### src/rtl/sdram_wr_pkg.sv
// shared constants and carrier types for the write-burst capture block
// assumes one 10 MHz clock domain; pins arrive unsynchronised
`default_nettype none
package sdram_wr_pkg;
  localparam int DQ_WIDTH = 8;
  localparam int BANK_BITS = 4;
  localparam int BANKS = 16;
  localparam int REC_WIDTH = 5;
  localparam int LAT_WIDTH = 6;
  localparam logic [1:0] BL_FIELD_BL8 = 2'h0;
  localparam logic [1:0] BL_FIELD_OTF = 2'h1;
  localparam logic [1:0] BL_FIELD_BC4 = 2'h2;
  // two beats per clock: rising and falling edge data arrive as one pair
  localparam logic [2:0] CLOCKS_BL8 = 3'h4;
  localparam logic [2:0] CLOCKS_BC4 = 3'h2;
  localparam logic [2:0] CLOCKS_CRC = 3'h1;
  localparam logic [2:0] CLOCKS_LAST = 3'h1;
  localparam logic [LAT_WIDTH-1:0] LAT_MIN = 6'h01;
  localparam logic [3:0] ADDR_CONFIG = 4'h0;
  localparam logic [3:0] ADDR_TIMING = 4'h4;
  localparam logic [3:0] ADDR_STATUS = 4'h8;
  localparam logic [3:0] ADDR_COUNT = 4'hC;
  localparam int STATUS_OVERFLOW_BIT = 2;

  typedef struct packed {
    logic parityEnable;
    logic crcEnable;
    logic dbiEnable;
    logic [1:0] burstLength;
  } config_t;

  typedef struct packed {
    logic [2:0] pad3;
    logic [REC_WIDTH-1:0] inversionWriteRecoveryTime;
    logic [2:0] pad2;
    logic [REC_WIDTH-1:0] writeRecoveryTime;
    logic [4:0] pad1;
    logic [2:0] parityLatency;
    logic [2:0] pad0;
    logic [4:0] writeLatency;
  } timing_t;

  localparam config_t CONFIG_RESET = 5'h00;
  localparam timing_t TIMING_RESET = 32'h0D0C_0009;

  typedef struct packed {
    logic write;
    logic autoPrecharge;
    logic chopSelectAddressBit;
    logic [BANK_BITS-1:0] bank;
  } cmdPins_t;

  typedef struct packed {
    logic valid;
    logic chop;
    logic autoPrecharge;
    logic [BANK_BITS-1:0] bank;
  } lineEntry_t;

  typedef struct packed {
    logic last;
    logic chop;
    logic [2*DQ_WIDTH-1:0] data;
  } beatPair_t;
endpackage
`default_nettype wire

### src/rtl/data_fifo.sv
// first-in first-out buffer with valid/ready on both sides
// assumes both sides on clk; full and empty are registered flags
`default_nettype none
module data_fifo #(
  parameter int WIDTH = 18,
  parameter int DEPTH = 8
) (
  input wire logic clk,
  input wire logic reset,
  input wire logic [WIDTH-1:0] inData,
  input wire logic inValid,
  output logic inReady,
  output logic [WIDTH-1:0] outData,
  output logic outValid,
  input wire logic outReady
);
  localparam int PW = $clog2(DEPTH);
  localparam logic [PW:0] DEPTH_COUNT = (PW+1)'(DEPTH);
  localparam logic [PW-1:0] LAST_INDEX = PW'(DEPTH - 1);

  typedef struct packed {
    logic [DEPTH-1:0][WIDTH-1:0] mem;
    logic [PW-1:0] wrPtr;
    logic [PW-1:0] rdPtr;
    logic [PW:0] count;
    logic notFull;
    logic notEmpty;
  } fifoState_t;

  fifoState_t s, n;
  logic push, pop;

  always_comb
  begin
    n = s;
    push = inValid && s.notFull;
    pop = outReady && s.notEmpty;
    if (push)
    begin
      n.mem[s.wrPtr] = inData;
      n.wrPtr = (s.wrPtr == LAST_INDEX) ? '0 : s.wrPtr + 1'b1;
    end
    if (pop)
      n.rdPtr = (s.rdPtr == LAST_INDEX) ? '0 : s.rdPtr + 1'b1;
    if (push && !pop)
      n.count = s.count + 1'b1;
    else if (pop && !push)
      n.count = s.count - 1'b1;
    n.notFull = n.count != DEPTH_COUNT;
    n.notEmpty = n.count != '0;
  end

  always_ff @(posedge clk)
  begin
    if (reset)
    begin
      s <= '0;
      s.notFull <= 1'b1;
    end
    else
      s <= n;
  end

  assign inReady = s.notFull;
  assign outValid = s.notEmpty;
  assign outData = s.mem[s.rdPtr];
endmodule
`default_nettype wire

### src/rtl/bank_recovery.sv
// write-recovery countdown for one bank, fires the internal precharge
// assumes start is a one-cycle pulse in the cycle of the final data pair, or of the crc pair when crc is on
`default_nettype none
module bank_recovery #(
  parameter int COUNT_WIDTH = 5
) (
  input wire logic clk,
  input wire logic reset,
  input wire logic start,
  input wire logic [COUNT_WIDTH-1:0] cycles,
  output logic busy,
  output logic fire
);
  localparam logic [COUNT_WIDTH-1:0] ONE = COUNT_WIDTH'(1);

  typedef struct packed {
    logic [COUNT_WIDTH-1:0] count;
    logic busy;
    logic fire;
  } recState_t;

  recState_t s, n;

  always_comb
  begin
    n = s;
    n.fire = 1'b0;
    if (start)
    begin
      // zero would wrap and run the whole count before firing; treat it as one cycle
      n.count = (cycles == '0) ? ONE : cycles;
      n.busy = 1'b1;
    end
    else if (s.busy)
    begin
      n.count = s.count - ONE;
      if (s.count == ONE)
      begin
        n.busy = 1'b0;
        n.fire = 1'b1;
      end
    end
  end

  always_ff @(posedge clk)
  begin
    if (reset)
      s <= '0;
    else
      s <= n;
  end

  assign busy = s.busy;
  assign fire = s.fire;
endmodule
`default_nettype wire

### src/rtl/sdram_write_burst.sv
// write-burst capture of the memory device: burst length, data capture, recovery
// assumes command and data pins from the controller, classic Wishbone slave
// Function
// - With the burst-length field at 1:0 every write is a four-beat chop, ignoring the chop bit.
// - With the field at 0:1 a write whose chop bit is low is a four-beat chop.
// - Field 0:0, or field 0:1 with the chop bit high, gives an eight-beat burst.
// - In per-command mode each write picks its own length, mixed freely back to back.
// - Auto-precharge starts after the write recovery count from the edge after the last beat.
// - With CRC on writes may come five clocks apart and recovery follows the CRC beat.
//
// Implementation choices: register access over Wishbone and the address map.
`default_nettype none
module sdram_write_burst
  import sdram_wr_pkg::*;
#(
  parameter int FIFO_DEPTH = 8,
  parameter int LINE_DEPTH = 32
) (
  input wire logic clk,
  input wire logic reset,
  input wire logic [3:0] adr_i,
  input wire logic [31:0] dat_i,
  output logic [31:0] dat_o,
  input wire logic we_i,
  input wire logic [3:0] sel_i,
  input wire logic cyc_i,
  input wire logic stb_i,
  output logic ack_o,
  input wire sdram_wr_pkg::cmdPins_t cmdPins,
  input wire logic [2*sdram_wr_pkg::DQ_WIDTH-1:0] dqPair,
  output sdram_wr_pkg::beatPair_t memWrData,
  output logic memWrValid,
  input wire logic memWrReady,
  output logic captureReady,
  output logic burstActive,
  output logic [sdram_wr_pkg::BANKS-1:0] prechargeStart
);
  import sdram_wr_pkg::*;

  // gray order along idle, data, crc
  typedef enum logic [1:0]
  {
    PHASE_IDLE = 2'h0,
    PHASE_DATA = 2'h1,
    PHASE_CRC = 2'h3
  } phase_t;

  typedef struct packed {
    cmdPins_t cmdMeta;
    cmdPins_t cmdSync;
    logic [2*DQ_WIDTH-1:0] dqMeta;
    logic [2*DQ_WIDTH-1:0] dqSync;
    logic [2*DQ_WIDTH-1:0] dqHold;
    config_t cfg;
    timing_t tim;
    lineEntry_t [LINE_DEPTH-1:0] line;
    phase_t phase;
    logic inBurst;
    logic [2:0] clocksLeft;
    logic crcBurst;
    lineEntry_t cur;
    logic lastChop;
    logic overflow;
    logic [31:0] burstCount;
    logic ack;
    logic [31:0] rdData;
    beatPair_t outData;
    logic outValid;
  } state_t;

  localparam logic [LAT_WIDTH-1:0] LAT_MAX = LAT_WIDTH'(LINE_DEPTH);
  localparam int BYTE_LANES = 4;
  localparam int LANE_BITS = 8;

  state_t s, n;
  logic chopNow;
  logic [LAT_WIDTH-1:0] latency;
  lineEntry_t entry;
  logic dataCycle;
  logic lastData;
  logic [2:0] clocksNew;
  logic fifoInValid;
  logic fifoInReady;
  beatPair_t fifoInData;
  beatPair_t fifoOutData;
  logic fifoOutValid;
  logic fifoOutReady;
  logic [REC_WIDTH-1:0] recCycles;
  logic [BANKS-1:0] recStart;
  logic [BANKS-1:0] recBusy;
  logic [31:0] timingWord;
  logic [31:0] wrWord;
  logic [31:0] oldWord;
  logic busWrite;

  always_comb
  begin
    n = s;
    // two-stage synchronisers; only the second stage is read below
    n.cmdMeta = cmdPins;
    n.cmdSync = s.cmdMeta;
    n.dqMeta = dqPair;
    n.dqSync = s.dqMeta;
    // one more stage lines the first data pair up with the burst flag
    n.dqHold = s.dqSync;

    // burst length decode
    case (s.cfg.burstLength)
      BL_FIELD_BC4: chopNow = 1'b1;
      BL_FIELD_OTF: chopNow = !s.cmdSync.chopSelectAddressBit;
      BL_FIELD_BL8: chopNow = 1'b0;
      default: chopNow = 1'b0;
    endcase

    latency = LAT_WIDTH'(s.tim.writeLatency);
    if (s.cfg.parityEnable)
      latency = latency + LAT_WIDTH'(s.tim.parityLatency);
    if (latency < LAT_MIN)
      latency = LAT_MIN;
    if (latency > LAT_MAX)
      latency = LAT_MAX;

    // delay line: an entry reaches index 0 in the cycle its first data pair arrives
    for (int i = 0; i < LINE_DEPTH - 1; i++)
      n.line[i] = s.line[i+1];
    n.line[LINE_DEPTH-1] = '0;
    entry.valid = 1'b1;
    entry.chop = chopNow;
    entry.autoPrecharge = s.cmdSync.autoPrecharge;
    entry.bank = s.cmdSync.bank;
    // anything but a write is deselect or another command and is ignored here
    if (s.cmdSync.write)
      n.line[latency - LAT_MIN] = entry;

    // crc pair trails the data pairs; it is counted but not stored
    dataCycle = s.phase == PHASE_DATA;
    lastData = s.inBurst && s.clocksLeft == CLOCKS_LAST;
    fifoInValid = dataCycle;
    fifoInData.data = s.dqHold;
    fifoInData.chop = s.cur.chop;
    fifoInData.last = s.clocksLeft == (s.crcBurst ? CLOCKS_LAST + CLOCKS_CRC : CLOCKS_LAST);
    // the pins cannot be stalled: a full buffer drops the pair and flags it
    if (dataCycle && !fifoInReady)
      n.overflow = 1'b1;

    // inversion recovery applies only while crc is off
    recCycles = (s.cfg.dbiEnable && !s.cfg.crcEnable)
      ? s.tim.inversionWriteRecoveryTime : s.tim.writeRecoveryTime;
    recStart = '0;
    if (lastData && s.cur.autoPrecharge)
      recStart[s.cur.bank] = 1'b1;

    if (s.inBurst)
      n.clocksLeft = s.clocksLeft - CLOCKS_LAST;
    if (lastData)
      n.burstCount = s.burstCount + 32'h0000_0001;
    // data clocks first, then one crc clock when crc is on
    case (s.phase)
      PHASE_IDLE: n.phase = PHASE_IDLE;
      PHASE_DATA:
      begin
        if (s.clocksLeft == CLOCKS_LAST)
          n.phase = PHASE_IDLE;
        else if (s.crcBurst && s.clocksLeft == CLOCKS_LAST + CLOCKS_CRC)
          n.phase = PHASE_CRC;
      end
      PHASE_CRC: n.phase = PHASE_IDLE;
      default: n.phase = PHASE_IDLE;
    endcase
    // a new burst at its tap takes over; legal spacing ends the old one first
    if (s.line[0].valid)
    begin
      clocksNew = s.line[0].chop ? CLOCKS_BC4 : CLOCKS_BL8;
      if (s.cfg.crcEnable)
        clocksNew = clocksNew + CLOCKS_CRC;
      n.phase = PHASE_DATA;
      n.clocksLeft = clocksNew;
      n.crcBurst = s.cfg.crcEnable;
      n.cur = s.line[0];
      n.lastChop = s.line[0].chop;
    end
    else
      clocksNew = '0;
    // registered copy keeps burstActive straight from a flop
    n.inBurst = n.phase != PHASE_IDLE;

    // output stage keeps memWrData straight from a flop
    fifoOutReady = !s.outValid || memWrReady;
    if (fifoOutReady)
    begin
      n.outValid = fifoOutValid;
      n.outData = fifoOutData;
    end

    // wishbone classic: ack one cycle, write lands at the edge that samples ack
    n.ack = cyc_i && stb_i && !s.ack;
    timingWord = s.tim;
    oldWord = '0;
    case (adr_i)
      ADDR_CONFIG: oldWord = 32'(s.cfg);
      ADDR_TIMING: oldWord = timingWord;
      ADDR_STATUS: oldWord = {recBusy, 13'h0000, s.overflow, s.lastChop, s.inBurst};
      ADDR_COUNT: oldWord = s.burstCount;
      default: oldWord = '0;
    endcase
    if (n.ack)
      n.rdData = oldWord;
    wrWord = oldWord;
    for (int b = 0; b < BYTE_LANES; b++)
      if (sel_i[b])
        wrWord[LANE_BITS*b +: LANE_BITS] = dat_i[LANE_BITS*b +: LANE_BITS];
    // the write lands at the edge that samples ack, not at the request edge
    busWrite = cyc_i && stb_i && s.ack && we_i;
    if (busWrite)
    begin
      case (adr_i)
        ADDR_CONFIG: n.cfg = config_t'(wrWord[$bits(config_t)-1:0]);
        ADDR_TIMING:
        begin
          n.tim = timing_t'(wrWord);
          n.tim.pad0 = '0;
          n.tim.pad1 = '0;
          n.tim.pad2 = '0;
          n.tim.pad3 = '0;
        end
        // write one to clear, but a fresh overflow in this cycle wins
        ADDR_STATUS:
          if (sel_i[0] && dat_i[STATUS_OVERFLOW_BIT] && !(dataCycle && !fifoInReady))
            n.overflow = 1'b0;
        default: n.cfg = s.cfg;
      endcase
    end
  end

  always_ff @(posedge clk)
  begin
    if (reset)
    begin
      s <= '0;
      s.cfg <= CONFIG_RESET;
      s.tim <= TIMING_RESET;
    end
    else
      s <= n;
  end

  data_fifo #(
    .WIDTH($bits(beatPair_t)),
    .DEPTH(FIFO_DEPTH)
  ) pairFifo (
    .clk(clk),
    .reset(reset),
    .inData(fifoInData),
    .inValid(fifoInValid),
    .inReady(fifoInReady),
    .outData(fifoOutData),
    .outValid(fifoOutValid),
    .outReady(fifoOutReady)
  );

  // one countdown per bank so overlapping auto-precharges do not collide
  for (genvar g = 0; g < BANKS; g++)
  begin : recovery
    bank_recovery #(
      .COUNT_WIDTH(REC_WIDTH)
    ) counter (
      .clk(clk),
      .reset(reset),
      .start(recStart[g]),
      .cycles(recCycles),
      .busy(recBusy[g]),
      .fire(prechargeStart[g])
    );
  end

  assign dat_o = s.rdData;
  assign ack_o = s.ack;
  assign memWrData = s.outData;
  assign memWrValid = s.outValid;
  assign captureReady = fifoInReady;
  assign burstActive = s.inBurst;
endmodule
`default_nettype wire

### config.mk
export PLATFORM = sky130hd
export DESIGN_NAME = sdram_write_burst
export DESIGN_NICKNAME = d
export VERILOG_FILES = /design/src/rtl/sdram_wr_pkg.sv /design/src/rtl/data_fifo.sv /design/src/rtl/bank_recovery.sv /design/src/rtl/sdram_write_burst.sv
export SDC_FILE = /design/constraint.sdc
export NUM_CORES = 1
export LEC_CHECK = 0
export ABC_AREA = 0
export BUFFER_PORTS_ARGS = -buffer_cell sky130_fd_sc_hd__buf_2
export CAP_MARGIN = 30
export CORE_ASPECT_RATIO = 1.5
export CORE_MARGIN = 3
export CORE_UTILIZATION = 40
export DETAILED_ROUTE_END_ITERATION = 10
export PLACE_DENSITY_LB_ADDON = 0.2
export SETUP_SLACK_MARGIN = 0.5
export SLEW_MARGIN = 20
export SYNTH_ARGS = -nofsm -noshare
export SYNTH_HDL_FRONTEND = slang
export SYNTH_SLANG_ARGS = --single-unit
### constraint.sdc
create_clock -name clk -period 5 [get_ports clk]
set_clock_uncertainty 0.2 [all_clocks]
set_input_delay 0.25 -clock clk [delete_from_list [all_inputs] [get_ports clk]]
set_output_delay 0.25 -clock clk [all_outputs]
set_load 0.01 [all_outputs]
==> flow_summary.json <==
{
  "antenna-diode-count": 0,
  "ir_worst_vdd_mv": 0.276,
  "cts_tree": "yes",
  "synth_top_area_share_pct": 48.3,
  "grt_pass1_wl_um": 112000,
  "nets": 3110,
  "power_leakage_uw": 0.0124,
  "first_pass_iters": 5,
  "cts.reportedPaths.clkPinSlew_ns": 0.06,
  "hold_class": "primary input to flip-flop",
  "powerDensity_mw_per_mm2": 358,
  "wirelength_um": 70500,
  "setup_viol": 0,
  "crit_required_ns": 5.32,
  "post-route-period-util_pct": 74.2,
  "floorplan.initialDensity_pct": 40.5,
  "first_global_vias": 20500,
  "slew_violations": 0,
  "antenna_found_initial": 0,
  "dp_hpwl_um": 46600,
  "startpoint_type": "flip-flop",
  "status": "finished clean",
  "grt_max_degree": 225,
  "cp-end-kind": "flip-flop",
  "avgSynthCellArea_um2": 9.41,
  "yosys.cell_count.top_type": "dfxtp_1",
  "drive_above_1_share_pct": 13.0,
  "coreArea_mm2": 0.0691,
  "criticalPathCategory": "flip-flop to flip-flop",
  "grt_use_met3_pct": 2.72,
  "grt.total_usage_pct": 18.8,
  "viasPerCell": 5.24,
  "clk_latency_ns": 0.60,
  "setup_tns_ns": 0,
  "die_width_um": 222,
  "slew_headroom_pct": 33.0,
  "fp.dieArea_mm2": 0.0732,
  "synth_common_cells": "dfxtp_1, nand2_1, nor2_1",
  "multiInputGateArea_mm2": 0.0129,
  "htreeDepth": 3,
  "synth_cell_types": 82,
  "place_area_mm2": 0.0288,
  "design_area_mm2": 0.0319,
  "drt_iter0_drc": 1312,
  "synth-edff-count": 0,
  "num_io_pins": 139,
  "die_h_um": 330,
  "min_period_ns": 3.71,
  "post_cts_resized": 0,
  "seqCellArea_mm2": 0.0135,
  "drtAntennaViolNets": 0,
  "max_clock_freq_mhz": 269,
  "yosysWarnings": 0,
  "numCtsBuffers": 68,
  "ys_seq_area_share_pct": 48.3,
  "hold_viol": 0,
  "wl_per_cell_um": 17.9,
  "port_buffers": 124,
  "cts_root_buffer": "clkbuf_16",
  "areaGrowthSynthToFinish_pct": 14.1,
  "ys_ff_latch": 675,
  "whs_ns": 0.0396,
  "row_count": 118,
  "worstPathArrival_ns": 4.03,
  "globalRouteMet1Util_pct": 22.9,
  "gr-total-overflow": 0,
  "gp_congestion": 0.808,
  "grt_util_met2_pct": 33.8,
  "synthDominantAreaCellType": "dfxtp_1",
  "yosys-top-cells-area": "dfxtp_1, mux2i_1, nand2_1, nor2_1, a21oi_1",
  "fill_cells": 6473,
  "vias": 20600,
  "post-cts-setup-buffers": 0,
  "syn_nets": 3088,
  "clock_sinks": 675,
  "netlist_area_mm2": 0.0280,
  "tightest_slew_ns": 1.00,
  "async_flop_share_pct": 0,
  "busiest_layer": "met2",
  "maxCapViolations": 0,
  "hold-path-cell-count": 5,
  "synthCells": 2971,
  "post-route-drc-count": 0,
  "grt_setup_unrepaired": "no",
  "clock_path_buffers": 3,
  "cp_max_fo": 7,
  "rr_worst_depth": 9,
  "synthFlopType": "dfxtp_1"
}
-- registers in the layout, indices dropped and copies added, names as in the netlist --
register / cells
dat_o: 32
ack_o: 1
s: 294
memWrValid: 1
pairFifo.outValid: 1
fifoInData: 16
n: 39
entry: 5
pairFifo.inReady: 1
recovery.counter.busy: 16
pairFifo.s: 154
burstActive: 1
recovery.counter.s: 80
memWrData: 18
recovery.counter.fire: 16
-- per-layer routing --
metal / routed length (µm) / vias up
met2: 35700 / 450
li1: - / 10100
met5: 0 / -
met4: 1970 / 0
met1: 29700 / 10000
met3: 3040 / 110
-- metrics by stage --
stage | utilization (%) | setup WS (ns) | cells | total power, µW
after floorplan | - | 2.05 | 2971 | 6040
after global placement | 41.5 | 1.36 | 3741 | 6190
after detailed placement | 41.7 | 1.34 | 3750 | 6210
after CTS | 46.1 | 1.32 | 3937 | 11600
after global routing | 46.2 | 1.16 | 3940 | 11800
final | 46.2 | 1.29 | 3940 | 11400
-- layout by cell type, fill, tap and decap left out, types with 9 or more instances in the layout --
| master | n |
|---|---|
| xnor2_1 | 59 |
| nand4_1 | 10 |
| nand2_1 | 417 |
| clkbuf_1 | 11 |
| mux2_2 | 18 |
| xor2_1 | 38 |
| inv_1 | 66 |
| mux2i_1 | 263 |
| mux4_2 | 39 |
| nor4b_1 | 17 |
| nor4bb_1 | 18 |
| a21oi_1 | 190 |
| nor3_1 | 47 |
| or4b_2 | 15 |
| clkbuf_8 | 16 |
| dlygate4sd3_1 | 70 |
| a22oi_1 | 23 |
| ha_1 | 47 |
| nor2b_1 | 69 |
| clkbuf_16 | 71 |
| nand3_1 | 52 |
| nor2_1 | 334 |
| and3_1 | 9 |
| o21ai_0 | 39 |
| a211oi_1 | 104 |
| or3_1 | 16 |
| dfxtp_1 | 674 |
| buf_4 | 22 |
| buf_2 | 123 |
-- final timing paths --
check,startpoint,to,slack [ns]
worst max-delay path,s[324],s[158],1.29
worst min-delay path,stb_i,dat_o[2],0.04
worst max register to register,s[324],s[158],1.29
worst min register to register,s[239],s[232],0.23
-- critical path: stages, from the launching register on --
cell,delay (ns)
dfxtp_1,0.45
ha_1,0.29
inv_1,0.08
fa_1,0.39
xnor2_1,0.43
o32a_1,0.31
o211ai_2,0.20
nor3_1,0.50
nand3_1,0.49
mux2i_1,0.30
-- timing repair --
action / CTS / global route
endpoints found under the setup margin: 0 / 0
endpoints found under the hold margin: 108 / 0
hold buffers: 70 / 0
-- where the power goes --
part / internal [µW] / switching (µW) / total [µW]
clock: 3190 / 2120 / 5310
combinational: 241 / 331 / 572
sequential: 5440 / 104 / 5550
total: 8880 / 2550 / 11400
-- area by class of cell --
| cell class | count | share of cell area (%) |
|---|---|---|
| inverters | 67 | 0.796 |
| clock buffers | 98 | 6.39 |
| repair buffers | 229 | 5.47 |
| multi-input cells | 1952 | 40.5 |
| well taps | 900 | 3.53 |
| flip-flops and latches | 675 | 42.4 |
| clock inverters | 19 | 0.922 |
-- logic make-up (layout without fill, tap and decap cells) --
| family | after synthesis | after routing | share of synthesized area, % |
|---|---|---|---|
| adders and majority gates | 48 | 48 | 2.17 |
| and+or+nand+nor | 1078 | 1078 | 18.2 |
| buffers and inverters | 344 | 413 | 5.59 |
| AOI/OAI and AO/OA | 408 | 408 | 9.37 |
| xor gates and xnor gates | 97 | 97 | 3.04 |
| muxes | 321 | 321 | 13.3 |
| DFF | 675 | 675 | 48.3 |
Note: power is estimated with default switching activity, not from simulation.
